--- config.mk ---
export PLATFORM = sky130hd
export DESIGN_NAME = mtc_top
export DESIGN_NICKNAME = d
export VERILOG_FILES = /design/src/rtl/mtc_pkg.sv /design/src/rtl/mtc_top.sv /design/src/rtl/mtc_filter.sv
export VERILOG_INCLUDE_DIRS = /design/src /design/src/rtl
export SDC_FILE = /design/constraint.sdc
export NUM_CORES = 1
export LEC_CHECK = 0
export BUFFER_PORTS_ARGS = -buffer_cell sky130_fd_sc_hd__buf_2
export CAP_MARGIN = 5
export CORE_ASPECT_RATIO = 1.2
export CORE_MARGIN = 4
export CORE_UTILIZATION = 30
export CTS_CLUSTER_DIAMETER = 40
export DETAILED_ROUTE_END_ITERATION = 6
export PLACE_DENSITY_LB_ADDON = 0.2
export SLEW_MARGIN = 5
export SYNTH_ARGS = -nofsm -noshare
export SYNTH_HDL_FRONTEND = slang
export SYNTH_SLANG_ARGS = --single-unit
--- constraint.sdc ---
create_clock -name mclk -period 2.9 [get_ports mclk]
set_clock_uncertainty 0.1 [all_clocks]
set_input_delay 0.87 -clock mclk [delete_from_list [all_inputs] [get_ports mclk]]
set_output_delay 0.87 -clock mclk [all_outputs]
set_load 0.02 [all_outputs]
--- src/rtl/mtc_map.svh ---
// Register map, field reset values and timing constants for the multimode timer counter
// Summary of operation
// - Free timer counts source ticks, clears on match
// - Auto-capture copies counter on each counting event, none in triggered timer
// - Codes 00/01/10 select divider taps; slow uses 00
// - Trigger edge on pin starts triggered timer
// - Stop-select 1: opposite edge halts without interrupt
// - Halted triggered timer restarts on next trigger
// - Stop-select 0: opposite and early triggers ignored
// - Filter drops short pulses; hold 5 periods
// - Filter bypassed in slow mode; hold one cycle
// - Event mode counts selected pin edges, clears on match
// - Event match checked at the opposite edge
// - Window mode counts ticks gated by pin level
// - Limit loads at source tick (event mode: trigger edge) after upper byte
// - Stop power entry forces start field to stop
`ifndef MTC_MAP_SVH
`define MTC_MAP_SVH
`define MTC_OFS_CTRL      4'h0
`define MTC_OFS_LIMIT     4'h4
`define MTC_OFS_CAPTURE   4'h8
`define MTC_OFS_STATUS    4'hc
`define MTC_CTRL_RST      9'h000
`define MTC_LIMIT_RST     16'hffff
`define MTC_ST_RUN_BIT    16
`define MTC_ST_PEND_BIT   17
`define MTC_TAP_SLOW      11'h7ff
`define MTC_TAP_MID       11'h07f
`define MTC_TAP_FAST      11'h007
`define MTC_FS_DIV_LAST   3'h7
`define MTC_FILT_REJECT_FC 4
`define MTC_FILT_ACCEPT_CYC (3'(`MTC_FILT_REJECT_FC + 1))
`define MTC_MODE_TIMER    2'h0
`define MTC_MODE_WINDOW   2'h1
`define MTC_START_STOP    2'h0
`define MTC_START_CMD     2'h1
`define MTC_CK_EXT        2'h3
`endif

--- src/rtl/mtc_pkg.sv ---
// Types shared by the multimode timer counter
package mtc_pkg;
  typedef struct packed {
    logic       divider_tap_select;
    logic       trigger_stop_select;
    logic       autocapture_enable;
    logic [1:0] start_edge_select;
    logic [1:0] operating_mode_select;
    logic [1:0] source_clock_select;
  } mtc_ctrl_t;

  typedef struct packed {
    logic        read;
    logic        write;
    logic [3:0]  address;
    logic [31:0] writedata;
    logic [3:0]  byteenable;
  } mtc_avreq_t;

  typedef enum logic {
    MTC_WAIT,
    MTC_RUN
  } mtc_state_t;
endpackage : mtc_pkg

--- src/rtl/mtc_top.sv ---
// Multimode 16-bit timer counter with Avalon-MM register slave
`timescale 1ns/10ps
`default_nettype none
`include "mtc_map.svh"
module mtc_top (
  input  wire logic                mclk,
  input  wire logic                nrst,
  input  wire logic                timer_input_pin,
  input  wire logic                slow_mode,
  input  wire logic                slow_clk_tick,
  input  wire logic                stop_entry,
  input  wire mtc_pkg::mtc_avreq_t avs_req,
  output logic [31:0]              avs_readdata,
  output logic                     avs_waitrequest,
  output logic                     match_interrupt
);
  import mtc_pkg::*;

  mtc_ctrl_t  ctrl_r;
  mtc_ctrl_t  ctrl_nxt;
  mtc_state_t state_r;
  logic [15:0] cnt_r;
  logic [15:0] limit_r;
  logic [15:0] stage_r;
  logic [15:0] cap_r;
  logic        commit_r;
  logic [10:0] div_r;
  logic [2:0]  fsdiv_r;
  logic        pin_lvl;
  logic        lvl_d_r;
  logic        pin_rise;
  logic        pin_fall;
  logic        fs_tick;
  logic        src_tick;
  logic        is_free;
  logic        is_trig;
  logic        is_event;
  logic        is_window;
  logic        trig_edge;
  logic        opp_edge;
  logic        gate;
  logic        cnt_ev;
  logic        commit_ev;
  logic        bus_req;
  logic        bus_take;
  logic        wr_ctrl;
  logic        wr_limit;

  function automatic logic tap_hit(input logic [10:0] div, input logic [10:0] mask);
    tap_hit = (div & mask) == mask;
  endfunction : tap_hit

  function automatic logic next_hits(input logic [15:0] cnt, input logic [15:0] lim);
    next_hits = (cnt + 16'h0001) == lim;
  endfunction : next_hits

  mtc_filter u_filter (
    .mclk   (mclk),
    .nrst   (nrst),
    .pin    (timer_input_pin),
    .bypass (slow_mode),
    .lvl_r  (pin_lvl)
  );

  always_ff @(posedge mclk) begin
    if (!nrst) begin
      lvl_d_r <= 1'b0;
    end else begin
      lvl_d_r <= pin_lvl;
    end
  end

  assign pin_rise = pin_lvl & ~lvl_d_r;
  assign pin_fall = ~pin_lvl & lvl_d_r;

  // Free-running divider; taps give the three fast resolutions
  always_ff @(posedge mclk) begin
    if (!nrst) begin
      div_r <= 11'h000;
    end else begin
      div_r <= div_r + 11'h001;
    end
  end

  always_ff @(posedge mclk) begin
    if (!nrst) begin
      fsdiv_r <= 3'h0;
    end else if (slow_clk_tick) begin
      fsdiv_r <= fsdiv_r + 3'h1;
    end
  end

  assign fs_tick = slow_clk_tick && (fsdiv_r == `MTC_FS_DIV_LAST);

  // Only the slowest code survives slow mode; the fast taps give no ticks there
  always_comb begin
    case (ctrl_r.source_clock_select)
      2'h0: src_tick = (slow_mode || ctrl_r.divider_tap_select) ? fs_tick : tap_hit(div_r, `MTC_TAP_SLOW);
      2'h1: src_tick = !slow_mode && tap_hit(div_r, `MTC_TAP_MID);
      2'h2: src_tick = !slow_mode && tap_hit(div_r, `MTC_TAP_FAST);
      default: src_tick = 1'b0;
    endcase
  end

  always_comb begin
    is_event  = ctrl_r.operating_mode_select == `MTC_MODE_TIMER &&
                ctrl_r.source_clock_select == `MTC_CK_EXT && ctrl_r.start_edge_select[1];
    is_trig   = ctrl_r.operating_mode_select == `MTC_MODE_TIMER &&
                ctrl_r.source_clock_select != `MTC_CK_EXT && ctrl_r.start_edge_select[1];
    is_free   = ctrl_r.operating_mode_select == `MTC_MODE_TIMER &&
                ctrl_r.source_clock_select != `MTC_CK_EXT &&
                ctrl_r.start_edge_select == `MTC_START_CMD;
    is_window = ctrl_r.operating_mode_select == `MTC_MODE_WINDOW &&
                ctrl_r.source_clock_select != `MTC_CK_EXT && ctrl_r.start_edge_select[1];
    trig_edge = ctrl_r.start_edge_select[0] ? pin_fall : pin_rise;
    opp_edge  = ctrl_r.start_edge_select[0] ? pin_rise : pin_fall;
    gate      = ctrl_r.start_edge_select[0] ? ~pin_lvl : pin_lvl;
    cnt_ev    = is_event ? trig_edge : (is_window ? (src_tick && gate) : (is_free && src_tick));
    commit_ev = is_event ? trig_edge : src_tick;
  end

  // Counter core: trigger and event modes have their own branch, free and window share the counting branch
  always_ff @(posedge mclk) begin
    if (!nrst) begin
      cnt_r           <= 16'h0000;
      state_r         <= MTC_WAIT;
      match_interrupt <= 1'b0;
    end else begin
      match_interrupt <= 1'b0;
      if (is_trig) begin
        case (state_r)
          MTC_WAIT: begin
            // A halted timer sits at zero, whatever the previous mode left behind
            cnt_r <= 16'h0000;
            if (trig_edge) begin
              state_r <= MTC_RUN;
            end
          end
          MTC_RUN: begin
            if (src_tick && next_hits(cnt_r, limit_r)) begin
              cnt_r           <= 16'h0000;
              state_r         <= MTC_WAIT;
              match_interrupt <= 1'b1;
            end else if (ctrl_r.trigger_stop_select && opp_edge) begin
              cnt_r   <= 16'h0000;
              state_r <= MTC_WAIT;
            end else if (src_tick) begin
              cnt_r <= cnt_r + 16'h0001;
            end
          end
          default: begin
            state_r <= MTC_WAIT;
          end
        endcase
      end else if (is_event) begin
        state_r <= MTC_WAIT;
        if (trig_edge) begin
          cnt_r <= cnt_r + 16'h0001;
        end else if (opp_edge && cnt_r == limit_r) begin
          cnt_r           <= 16'h0000;
          match_interrupt <= 1'b1;
        end
      end else if (cnt_ev) begin
        state_r <= MTC_WAIT;
        if (next_hits(cnt_r, limit_r)) begin
          cnt_r           <= 16'h0000;
          match_interrupt <= 1'b1;
        end else begin
          cnt_r <= cnt_r + 16'h0001;
        end
      end else begin
        state_r <= MTC_WAIT;
        if (!(is_free || is_window)) begin
          cnt_r <= 16'h0000;
        end
      end
    end
  end

  // Capture follows the counter on every free, window and event-mode counting event while enabled
  always_ff @(posedge mclk) begin
    if (!nrst) begin
      cap_r <= 16'h0000;
    end else if (ctrl_r.autocapture_enable && cnt_ev) begin
      cap_r <= cnt_r;
    end
  end

  // Register slave: one wait cycle, then the answer
  assign bus_req  = avs_req.read || avs_req.write;
  assign bus_take = bus_req && !avs_waitrequest;
  assign wr_ctrl  = bus_take && avs_req.write && avs_req.address == `MTC_OFS_CTRL;
  assign wr_limit = bus_take && avs_req.write && avs_req.address == `MTC_OFS_LIMIT;

  always_ff @(posedge mclk) begin
    if (!nrst) begin
      avs_waitrequest <= 1'b1;
    end else begin
      avs_waitrequest <= !(bus_req && avs_waitrequest);
    end
  end

  always_ff @(posedge mclk) begin
    if (!nrst) begin
      avs_readdata <= 32'h0000_0000;
    end else if (bus_req && avs_waitrequest && avs_req.read) begin
      case (avs_req.address)
        `MTC_OFS_CTRL:    avs_readdata <= {23'h0, ctrl_r};
        `MTC_OFS_LIMIT:   avs_readdata <= {16'h0000, limit_r};
        `MTC_OFS_CAPTURE: avs_readdata <= {16'h0000, cap_r};
        `MTC_OFS_STATUS:  avs_readdata <= {14'h0, commit_r, state_r == MTC_RUN, cnt_r};
        default:          avs_readdata <= 32'h0000_0000;
      endcase
    end
  end

  always_comb begin
    ctrl_nxt = ctrl_r;
    if (wr_ctrl && avs_req.byteenable[0]) begin
      ctrl_nxt[7:0] = avs_req.writedata[7:0];
    end
    if (wr_ctrl && avs_req.byteenable[1]) begin
      ctrl_nxt[8] = avs_req.writedata[8];
    end
    if (stop_entry) begin
      ctrl_nxt.start_edge_select = `MTC_START_STOP;
    end
  end

  always_ff @(posedge mclk) begin
    if (!nrst) begin
      ctrl_r <= `MTC_CTRL_RST;
    end else begin
      ctrl_r <= ctrl_nxt;
    end
  end

  // Staged limit; a high-byte write arms the load, a new arm beats a pending load
  always_ff @(posedge mclk) begin
    if (!nrst) begin
      stage_r  <= `MTC_LIMIT_RST;
      limit_r  <= `MTC_LIMIT_RST;
      commit_r <= 1'b0;
    end else begin
      if (commit_r && commit_ev) begin
        limit_r  <= stage_r;
        commit_r <= 1'b0;
      end
      if (wr_limit && avs_req.byteenable[0]) begin
        stage_r[7:0] <= avs_req.writedata[7:0];
      end
      if (wr_limit && avs_req.byteenable[1]) begin
        stage_r[15:8] <= avs_req.writedata[15:8];
        commit_r      <= 1'b1;
      end
    end
  end

  property p_free_match;
    @(posedge mclk) disable iff (!nrst)
      (is_free && src_tick && next_hits(cnt_r, limit_r)) |=> (cnt_r == 16'h0000 && match_interrupt);
  endproperty
  a_free_match: assert property (p_free_match) else $error("free timer missed match clear");

  property p_irq_pulse;
    @(posedge mclk) disable iff (!nrst)
      match_interrupt |=> !match_interrupt;
  endproperty
  a_irq_pulse: assert property (p_irq_pulse) else $error("interrupt longer than one cycle");

  property p_capture;
    @(posedge mclk) disable iff (!nrst)
      (ctrl_r.autocapture_enable && cnt_ev) |=> cap_r == $past(cnt_r);
  endproperty
  a_capture: assert property (p_capture) else $error("capture did not follow counter");

  property p_trig_abort;
    @(posedge mclk) disable iff (!nrst)
      (is_trig && state_r == MTC_RUN && ctrl_r.trigger_stop_select && opp_edge &&
       !(src_tick && next_hits(cnt_r, limit_r)))
      |=> (cnt_r == 16'h0000 && state_r == MTC_WAIT && !match_interrupt);
  endproperty
  a_trig_abort: assert property (p_trig_abort) else $error("opposite edge did not halt quietly");

  property p_trig_ignore;
    @(posedge mclk) disable iff (!nrst)
      (is_trig && state_r == MTC_RUN && !ctrl_r.trigger_stop_select && !src_tick && !stop_entry && !wr_ctrl)
      |=> (cnt_r == $past(cnt_r) && state_r == MTC_RUN);
  endproperty
  a_trig_ignore: assert property (p_trig_ignore) else $error("edge disturbed running trigger timer");

  property p_trig_start;
    @(posedge mclk) disable iff (!nrst)
      (is_trig && state_r == MTC_WAIT && trig_edge) |=> state_r == MTC_RUN;
  endproperty
  a_trig_start: assert property (p_trig_start) else $error("trigger edge did not start counter");

  property p_event_count;
    @(posedge mclk) disable iff (!nrst)
      (is_event && trig_edge) |=> (cnt_r == $past(cnt_r) + 16'h0001 && !match_interrupt);
  endproperty
  a_event_count: assert property (p_event_count) else $error("event edge not counted");

  property p_event_match;
    @(posedge mclk) disable iff (!nrst)
      (is_event && opp_edge && cnt_r == limit_r) |=> (cnt_r == 16'h0000 && match_interrupt);
  endproperty
  a_event_match: assert property (p_event_match) else $error("event match not at opposite edge");

  property p_limit_hold;
    @(posedge mclk) disable iff (!nrst)
      !(commit_r && commit_ev) |=> limit_r == $past(limit_r);
  endproperty
  a_limit_hold: assert property (p_limit_hold) else $error("limit changed without armed load");

  property p_stop_entry;
    @(posedge mclk) disable iff (!nrst)
      stop_entry |=> ctrl_r.start_edge_select == `MTC_START_STOP ##1 cnt_r == 16'h0000;
  endproperty
  a_stop_entry: assert property (p_stop_entry) else $error("stop entry did not halt counter");

  property p_window_gate;
    @(posedge mclk) disable iff (!nrst)
      (is_window && !gate) |=> cnt_r == $past(cnt_r);
  endproperty
  a_window_gate: assert property (p_window_gate) else $error("window counted outside gate");
endmodule : mtc_top
`default_nettype wire

--- src/rtl/mtc_filter.sv ---
// Input pin synchroniser and noise filter
`timescale 1ns/10ps
`default_nettype none
`include "mtc_map.svh"
module mtc_filter (
  input  wire logic mclk,
  input  wire logic nrst,
  input  wire logic pin,
  input  wire logic bypass,
  output logic      lvl_r
);
  logic       s1_r;
  logic       s2_r;
  logic       s3_r;
  logic [2:0] run_r;

  always_ff @(posedge mclk) begin
    if (!nrst) begin
      s1_r <= 1'b0;
      s2_r <= 1'b0;
      s3_r <= 1'b0;
    end else begin
      s1_r <= pin;
      s2_r <= s1_r;
      s3_r <= s2_r;
    end
  end

  // Unless bypassed, a new level must persist past the reject window before it is taken
  always_ff @(posedge mclk) begin
    if (!nrst) begin
      lvl_r <= 1'b0;
      run_r <= 3'h0;
    end else if (s2_r != s3_r || s3_r == lvl_r) begin
      run_r <= 3'h0;
    end else if (bypass) begin
      lvl_r <= s3_r;
      run_r <= 3'h0;
    end else if (run_r == `MTC_FILT_ACCEPT_CYC - 3'h1) begin
      lvl_r <= s3_r;
      run_r <= 3'h0;
    end else begin
      run_r <= run_r + 3'h1;
    end
  end
endmodule : mtc_filter
`default_nettype wire

# ---- Word-level counts from Yosys, hierarchy flattened
# Cells that the tools add are included.
dict set report word_totals {
  reg_bits 131
  input_bits 48
  out_inout_bits 34
  elab_cells 136
}
dict set report op_classes {
  add_sub_neg 4
  eq_ne 21
  n_mux 36
  bitwise 7
  n_reduce_logical 44
}
# cell count
set op_table {}
lappend op_table {{16-bit two-way mux} 10}
lappend op_table {{18-bit one-hot mux with 4 select lines} 1}
lappend op_table {{16-bit equality test} 2}
lappend op_table {{16-bit one-hot mux with 2 select lines} 1}
lappend op_table {{1-bit logical AND} 27}
lappend op_table {{1-bit two-way mux} 22}
lappend op_table {{16-bit by 1-bit adder with 16-bit output (second input constant)} 1}
lappend op_table {{11-bit by 1-bit adder with 11-bit output (second input constant)} 1}
lappend op_table {{11-bit equality test (second input constant)} 1}
lappend op_table {{3-bit equality test (second input constant)} 3}
lappend op_table {{4-bit equality test (second input constant)} 2}
lappend op_table {{7-bit equality test (second input constant)} 1}
lappend op_table {{3-bit by 1-bit adder with 3-bit output (second input constant)} 2}
lappend op_table {{2-bit by 1-bit equality test with 1-bit output (second input constant)} 3}
lappend op_table {{5-bit by 3-bit inequality test with 1-bit output (second input constant)} 1}
lappend op_table {{1-bit NOT} 5}
lappend op_table {{2-bit equality test (second input constant)} 2}
lappend op_table {{4-bit by 3-bit equality test with 1-bit output (second input constant)} 1}
lappend op_table {{2-bit zero test} 2}
lappend op_table {{4-bit zero test} 1}
lappend op_table {{1-bit logical OR} 4}
lappend op_table {{4-bit by 2-bit inequality test with 1-bit output (second input constant)} 1}
lappend op_table {{4-bit inequality test (second input constant)} 1}
lappend op_table {{2-bit AND reduction} 2}
lappend op_table {{11 further kinds} 15}

# ---- Longest topological paths before layout
dict set report logic_depth {
  depth_word 10
  mapped_depth 11
  mapped_depth_nobuf 9
}

# ---- By module
# From an unflattened synthesis, not the netlist that was laid out.
dict set report hier_totals {
  cells_unflattened 706
  area_unflattened_um2 6010.8
}
# mod instances cells_per_inst area_each_um2 seq_area_each_um2
set by_module_without_submodules {}
lappend by_module_without_submodules {mtc_top 1 678 5729.2 2202.1}
lappend by_module_without_submodules {mtc_filter 1 28 281.5 140.1}

# ---- Worst setup path before layout
# Ideal clock, no wire load.
dict set report synth_timing {
  path_type {input to register}
  from {input slow_mode}
  to {register limit_r[10]}
  setup_ns 0.129
  arrival_time_ns 2.473
  required_time_ns 2.671
  path_slack_ns 0.197
  stages 9
  n_path_buf 2
  path_cell_list {nand4bb_1 -> nor4_1 -> a311o_1 -> nand2_1 -> a21boi_0 -> buf_2 -> buf_2 -> mux2i_1 -> nand2_1}
}
dict set report synth_via {
  elab_chain_len 5
  word_cells_on_any_way 8
  classes_between {3 x mux; 5 x reduce/logical}
}
# element line_no
set synth_lines {}
lappend synth_lines {{from (decl)} mtc_top.sv:9} ;# input wire logic slow_mode,
lappend synth_lines {{1-bit logical OR / 1-bit zero test (equally long branches)} {mtc_top.sv:98, mtc_top.sv:99, mtc_top.sv:100}}
lappend synth_lines {{1-bit two-way mux, or another cell as far along} mtc_top.sv:98} ;# 2'h0: src_tick = (slow_mode || ctrl_r.divider_tap_select) ? fs_tick : tap_hit(div_r, `MTC_TAP_SLOW);
lappend synth_lines {{1-bit one-hot mux with 3 select lines (*)} mtc_top.sv:97} ;# case (ctrl_r.source_clock_select)
lappend synth_lines {{1-bit two-way mux (*)} mtc_top.sv:119} ;# commit_ev = is_event ? trig_edge : src_tick;
lappend synth_lines {{1-bit logical AND (*)} mtc_top.sv:245} ;# if (commit_r && commit_ev) begin
lappend synth_lines {{to (signal assigned)} mtc_top.sv:242} ;# limit_r <= `MTC_LIMIT_RST;
lappend synth_lines {{to (signal assigned)} mtc_top.sv:246} ;# limit_r <= stage_r;
lappend synth_lines {{to (decl)} mtc_top.sv:23} ;# logic [15:0] limit_r;
# Every way passes the cells marked *; elsewhere a longest branch is shown, timed or not.
# A chain may end at the register's enable or synchronous reset.

# ---- Worst setup path in the final report
dict set report layout_timing {
  from {register cnt_r[4]}
  to {register cnt_r[8]}
}
dict set report layout_via {
  elab_chain_len 6
  word_cells_on_any_way 17
  classes_between {1 x add/sub; 4 x eq/ne; 9 x mux; 3 x reduce/logical}
}
# element line_no
set layout_lines {}
lappend layout_lines {{from (decl)} mtc_top.sv:22} ;# logic [15:0] cnt_r;
lappend layout_lines {{from (signal assigned)} mtc_top.sv:148} ;# cnt_r <= cnt_r + 16'h0001;
lappend layout_lines {{from (signal assigned)} mtc_top.sv:158} ;# cnt_r <= cnt_r + 16'h0001;
lappend layout_lines {{from (signal assigned)} mtc_top.sv:169} ;# cnt_r <= cnt_r + 16'h0001;
lappend layout_lines {{16-bit by 1-bit adder with 16-bit output} n/a}
lappend layout_lines {{16-bit equality test / 16-bit two-way mux (equally long branches)} {mtc_top.sv:54, mtc_top.sv:147}}
lappend layout_lines {{1-bit logical AND, or another cell as far along} mtc_top.sv:140} ;# if (src_tick && next_hits(cnt_r, limit_r)) begin
lappend layout_lines {{16-bit two-way mux, on equally long branches} {mtc_top.sv:140, mtc_top.sv:163}}
lappend layout_lines {{16-bit one-hot mux with 2 select lines / 16-bit two-way mux (equally long branches)} {mtc_top.sv:131, mtc_top.sv:155}}
lappend layout_lines {{16-bit two-way mux} mtc_top.sv:130} ;# if (is_trig) begin
# Several ways; a longest one is shown, not always the timed one. The select of a mux whose other input is x is not followed.

==> impl_results.html <==
<table>
<tr><th>Metric</th><th>Value</th></tr>
<tr><th colspan="2">Run status</th></tr>
<tr><td>Result of the run</td><td>finished, final reports clean</td></tr>
<tr><th colspan="2">Power</th></tr>
<tr><td>IR Drop Worst-Case VDD</td><td>0.381 mV</td></tr>
<tr><td>Cell internal power dissipation</td><td>3.09 mW</td></tr>
<tr><td>Power density relative to cell area</td><td>524 nW/um^2</td></tr>
<tr><td>Flop pwr share</td><td>0.413</td></tr>
<tr><td>Net switching power of the design</td><td>0.854 mW</td></tr>
<tr><td>Proportion of power drawn by the clock network</td><td>0.551</td></tr>
<tr><td>Comb pwr share</td><td>0.036</td></tr>
<tr><td>Leakage power summed over all cells</td><td>2.89 nW</td></tr>
<tr><td>Net switching fraction of the power</td><td>0.216</td></tr>
<tr><th colspan="2">Setup path</th></tr>
<tr><td>Crit. End Element</td><td>register</td></tr>
<tr><td>Worst Reg2Reg Path Length in Cells</td><td>7</td></tr>
<tr><td>Data arrival at the endpoint of the critical path</td><td>2900 ps</td></tr>
<tr><td>Worst Path Max Fanout</td><td>12</td></tr>
<tr><td>WP data required</td><td>3100 ps</td></tr>
<tr><td>Critical Path Source Type</td><td>register</td></tr>
<tr><td>CP Class</td><td>register to register</td></tr>
<tr><th colspan="2">Timing</th></tr>
<tr><td>Slew at the pin closest to its max-slew limit</td><td>630 ps</td></tr>
<tr><td>Min Clock Period, post-route</td><td>2700 ps</td></tr>
<tr><td>Relative max-transition margin</td><td>0.580</td></tr>
<tr><td>Max-slew violation count</td><td>0</td></tr>
<tr><td>Setup violations, final</td><td>0</td></tr>
<tr><td>Portion of the clock cycle consumed by the worst path in the final layout</td><td>0.930</td></tr>
<tr><td>Fmax</td><td>371 MHz</td></tr>
<tr><td>Count of final hold-check violations</td><td>0</td></tr>
<tr><th colspan="2">Detailed routing</th></tr>
<tr><td>DRC Markers</td><td>0</td></tr>
<tr><td>Average detailed-routed wire length per instance</td><td>16.6 um</td></tr>
<tr><td>Vias</td><td>5148</td></tr>
<tr><td>Antenna violation net count after detailed routing</td><td>0</td></tr>
<tr><td>DRT iter0 DRCs</td><td>179</td></tr>
<tr><td>WL final</td><td>17.5 mm</td></tr>
<tr><td>Number of detailed-route iterations in the first pass</td><td>4</td></tr>
<tr><td>Mean number of vias per cell</td><td>4.89</td></tr>
<tr><th colspan="2">Floorplan</th></tr>
<tr><td>Floorplan die area</td><td>23100 sq um</td></tr>
<tr><td>Number of placed I/O pins</td><td>82</td></tr>
<tr><td>Number of core rows</td><td>57</td></tr>
<tr><td>Initial Util</td><td>0.306</td></tr>
<tr><td>Vertical die dimension</td><td>166 um</td></tr>
<tr><td>Core area</td><td>20300 sq um</td></tr>
<tr><td>Width of the chip</td><td>139 um</td></tr>
<tr><th colspan="2">Worst hold path</th></tr>
<tr><td>Hold/Removal Path Class</td><td>register to register</td></tr>
<tr><td>Number of cells on the worst hold path</td><td>1</td></tr>
<tr><th colspan="2">Clock network</th></tr>
<tr><td>Count of buffers added by post-CTS timing repair for setup</td><td>0</td></tr>
<tr><td>Clock transition at the register clock pins on the worst setup and hold paths after CTS</td><td>50 ps</td></tr>
<tr><td>H-tree depth</td><td>4</td></tr>
<tr><td>TritonCTS sink count</td><td>117</td></tr>
<tr><td>Clock buffer count from CTS</td><td>17</td></tr>
<tr><td>Clock latency on the worst-skew pair</td><td>420 ps</td></tr>
<tr><td>Clock tree from TritonCTS</td><td>built</td></tr>
<tr><td>Buffer cell driving the clock tree root</td><td>sky130_fd_sc_hd__clkbuf_16</td></tr>
<tr><td>Buffer levels on the longest clock path</td><td>2</td></tr>
<tr><th colspan="2">GRT</th></tr>
<tr><td>Vias in the first global route</td><td>5169</td></tr>
<tr><td>GRT Residual Overflow</td><td>0</td></tr>
<tr><td>Number of antenna violations at the first check in global routing</td><td>0</td></tr>
<tr><td>Maximum number of pins on one net before global-route repair</td><td>33</td></tr>
<tr><td>All-Layer GR Usage</td><td>0.153</td></tr>
<tr><td>First-pass GRT wire length</td><td>28.3 mm</td></tr>
<tr><th colspan="2">Layout</th></tr>
<tr><td>Nets</td><td>833</td></tr>
<tr><td>Area growth syn-to-layout</td><td>21.1%</td></tr>
<tr><td>Ant diodes</td><td>0</td></tr>
<tr><td>Area of all sequential standard cells</td><td>2340 sq um</td></tr>
<tr><td>Combined area of the multi-input logic cells</td><td>3550 sq um</td></tr>
<tr><td>Post-layout instance area</td><td>7540 sq um</td></tr>
<tr><td>Final Non-Filler Cells</td><td>1053</td></tr>
<tr><td>Fraction of final layout cells with drive strength greater than 1</td><td>0.192</td></tr>
<tr><td>Filler Cell Count</td><td>2102</td></tr>
<tr><th colspan="2">Synth</th></tr>
<tr><td>Number of cells produced by synthesis</td><td>713</td></tr>
<tr><td>Most common flop cell mapped by yosys</td><td>sky130_fd_sc_hd__dfxtp_1</td></tr>
<tr><td>Number of enable flip-flop cells after synthesis</td><td>0</td></tr>
<tr><td>Share of the yosys chip area belonging to registers</td><td>0.376</td></tr>
<tr><td>Post-synthesis async set-or-reset flop share</td><td>0</td></tr>
<tr><td>Avg Synthesized Cell Area</td><td>8.73 sq um</td></tr>
<tr><td>Yosys warns</td><td>0</td></tr>
<tr><td>Unique masters post-synth</td><td>67</td></tr>
<tr><td>Post-synthesis register bit count</td><td>117</td></tr>
<tr><td>Summed instance area of the synthesized netlist</td><td>6220 sq um</td></tr>
<tr><th colspan="2">Placement</th></tr>
<tr><td>Placed cell count</td><td>1021</td></tr>
<tr><td>Number of buffers added on ports</td><td>49</td></tr>
<tr><td>Estimated wirelength of the detail-placed design</td><td>12.9 mm</td></tr>
<tr><td>Final weighted congestion in routability-driven placement</td><td>0.901</td></tr>
<tr><td>Post-detailed-placement cell area</td><td>6900 sq um</td></tr>
<tr><th colspan="2">Job</th></tr>
<tr><td>Max-capacitance violation count</td><td>0</td></tr>
</table>
-- power by group through the flow --
stage | Clock, mW | Sequential, mW | Combinational (mW)
after floorplan | 0 | 1.66 | 0.0929
after global placement | 0 | 1.66 | 0.142
after detailed placement | 0 | 1.66 | 0.143
after CTS | 2.23 | 1.63 | 0.143
after global routing | 2.31 | 1.63 | 0.157
final | 2.18 | 1.63 | 0.141
-- synthesized netlist by cell type (5+ instances only) --
cell type,count,share of area
sky130_fd_sc_hd__a21boi_0,8,0.0097
sky130_fd_sc_hd__o21ai_0,8,0.0064
sky130_fd_sc_hd__ha_1,10,0.020
sky130_fd_sc_hd__buf_4,18,0.022
sky130_fd_sc_hd__nand4_1,15,0.015
sky130_fd_sc_hd__or3_1,5,0.0050
sky130_fd_sc_hd__dfxtp_1,117,0.38
sky130_fd_sc_hd__nor2b_1,48,0.048
sky130_fd_sc_hd__and2_1,13,0.013
sky130_fd_sc_hd__a211oi_1,8,0.0097
sky130_fd_sc_hd__and3_1,6,0.0060
sky130_fd_sc_hd__nor2_1,38,0.023
sky130_fd_sc_hd__xnor2_1,29,0.041
sky130_fd_sc_hd__o211ai_1,9,0.011
sky130_fd_sc_hd__mux2i_1,43,0.069
sky130_fd_sc_hd__a21oi_1,39,0.031
sky130_fd_sc_hd__nand3_1,39,0.031
sky130_fd_sc_hd__nand2_1,79,0.048
sky130_fd_sc_hd__inv_1,13,0.0078
sky130_fd_sc_hd__nand2b_1,6,0.0060
sky130_fd_sc_hd__clkbuf_1,29,0.017
sky130_fd_sc_hd__nor3_1,8,0.0064
sky130_fd_sc_hd__a22oi_1,25,0.030
sky130_fd_sc_hd__buf_2,17,0.014
sky130_fd_sc_hd__nor4_1,6,0.0060
sky130_fd_sc_hd__xor2_1,13,0.018
-- cell usage in the layout (no fill, tap or decap), types with 5 or more instances in the layout --
| master | synthesis | routed |
|---|---|---|
| sky130_fd_sc_hd__ha_1 | 10 | 10 |
| sky130_fd_sc_hd__nand3_1 | 39 | 39 |
| sky130_fd_sc_hd__inv_1 | 13 | 13 |
| sky130_fd_sc_hd__nor2b_1 | 48 | 48 |
| sky130_fd_sc_hd__a211oi_1 | 8 | 8 |
| sky130_fd_sc_hd__and3_1 | 6 | 6 |
| sky130_fd_sc_hd__dfxtp_1 | 117 | 117 |
| sky130_fd_sc_hd__and2_1 | 13 | 13 |
| sky130_fd_sc_hd__o211ai_1 | 9 | 9 |
| sky130_fd_sc_hd__a21oi_1 | 39 | 39 |
| sky130_fd_sc_hd__o21ai_0 | 8 | 8 |
| sky130_fd_sc_hd__clkbuf_16 | 0 | 17 |
| sky130_fd_sc_hd__nor2_1 | 38 | 38 |
| sky130_fd_sc_hd__xnor2_1 | 29 | 28 |
| sky130_fd_sc_hd__a22oi_1 | 25 | 25 |
| sky130_fd_sc_hd__buf_2 | 17 | 49 |
| sky130_fd_sc_hd__buf_4 | 18 | 44 |
| sky130_fd_sc_hd__mux2i_1 | 43 | 43 |
| sky130_fd_sc_hd__xor2_1 | 13 | 13 |
| sky130_fd_sc_hd__nand2b_1 | 6 | 6 |
| sky130_fd_sc_hd__nand2_1 | 79 | 79 |
| sky130_fd_sc_hd__a21boi_0 | 8 | 7 |
| sky130_fd_sc_hd__nand4_1 | 15 | 15 |
| sky130_fd_sc_hd__xnor2_2 | 4 | 5 |
| sky130_fd_sc_hd__conb_1 | 1 | 14 |
| sky130_fd_sc_hd__nor3_1 | 8 | 8 |
| sky130_fd_sc_hd__or3_1 | 5 | 5 |
-- critical path: stages (launching register included) --
cell and delay (ps):
sky130_fd_sc_hd__dfxtp_1 610, sky130_fd_sc_hd__xnor2_2 220, sky130_fd_sc_hd__nand4_1 140, sky130_fd_sc_hd__or4_4 510
sky130_fd_sc_hd__o21ba_2 370, sky130_fd_sc_hd__a2111oi_2 420, sky130_fd_sc_hd__xnor2_1 170, sky130_fd_sc_hd__nor2_1 50
-- sequential cells by signal (all words and copies together), names as in the netlist --
register,cells
avs_readdata,18
avs_waitrequest,1
cap_r,16
cnt_r,16
commit_r,1
ctrl_r,9
div_r,11
fsdiv_r,3
limit_r,16
lvl_d_r,1
match_interrupt,1
stage_r,16
state_r,1
u_filter.lvl_r,1
u_filter.run_r,3
u_filter.s1_r,1
u_filter.s2_r,1
u_filter.s3_r,1
-- logic make-up (layout without fill, tap and decap cells) --
group	count (synthesis)	after routing	share of synthesized area
AND/OR/NAND/NOR	288	288	0.244
AO/OA/AOI/OAI	127	127	0.151
flip-flops	117	117	0.376
buffers and inverters	80	142	0.0649
XOR/XNOR	47	47	0.0734
multiplexers	43	43	0.0692
adder cells (fa/ha/maj)	10	10	0.0201
other	1	14	0.000603
-- area by class of cell --
type / count / area share
Multi-Input combinational cell: 529 / 0.472
Sequential cell: 117 / 0.311
Timing Repair Buffer: 96 / 0.0843
Clock buffer: 21 / 0.0624
Tap cell: 265 / 0.0440
Clock inverter: 11 / 0.0198
Inverter: 14 / 0.00697
-- metal layers --
metal	track usage	up-vias	share of wire
met4	0.0677	0	0.031
met2	0.262	97	0.49
met3	0.0302	26	0.039
met1	0.186	2419	0.44
li1	-	2606	-
met5	0	-	0
-- final timing paths --
path	from	end	slack (ps)
worst max-delay path	cnt_r[4]	cnt_r[8]	200
worst min-delay path	u_filter.s1_r	u_filter.s2_r	330
worst max register to register	cnt_r[4]	cnt_r[8]	200
worst min register to register	u_filter.s1_r	u_filter.s2_r	330
-- stage by stage --
stage	total power, mW	worst slack [ps]	hold WS (ps)	TNS [ps]	utilization
after CTS	4.00	145	331	0	0.370
final	3.95	204	332	0	0.371
after detailed placement	1.81	-63.3	317	-210	0.340
after floorplan	1.76	197	312	0	-
after global routing	4.10	-19.0	361	-23.5	0.371
after global placement	1.81	-16.8	318	-16.8	0.340
-- what timing repair did --
action                     CTS  global route
hold endpoints to repair     0             0
hold buffers                 0             0
setup endpoints to repair    0             4
gates resized for setup      0             2
(Power assumes the default switching activity.)
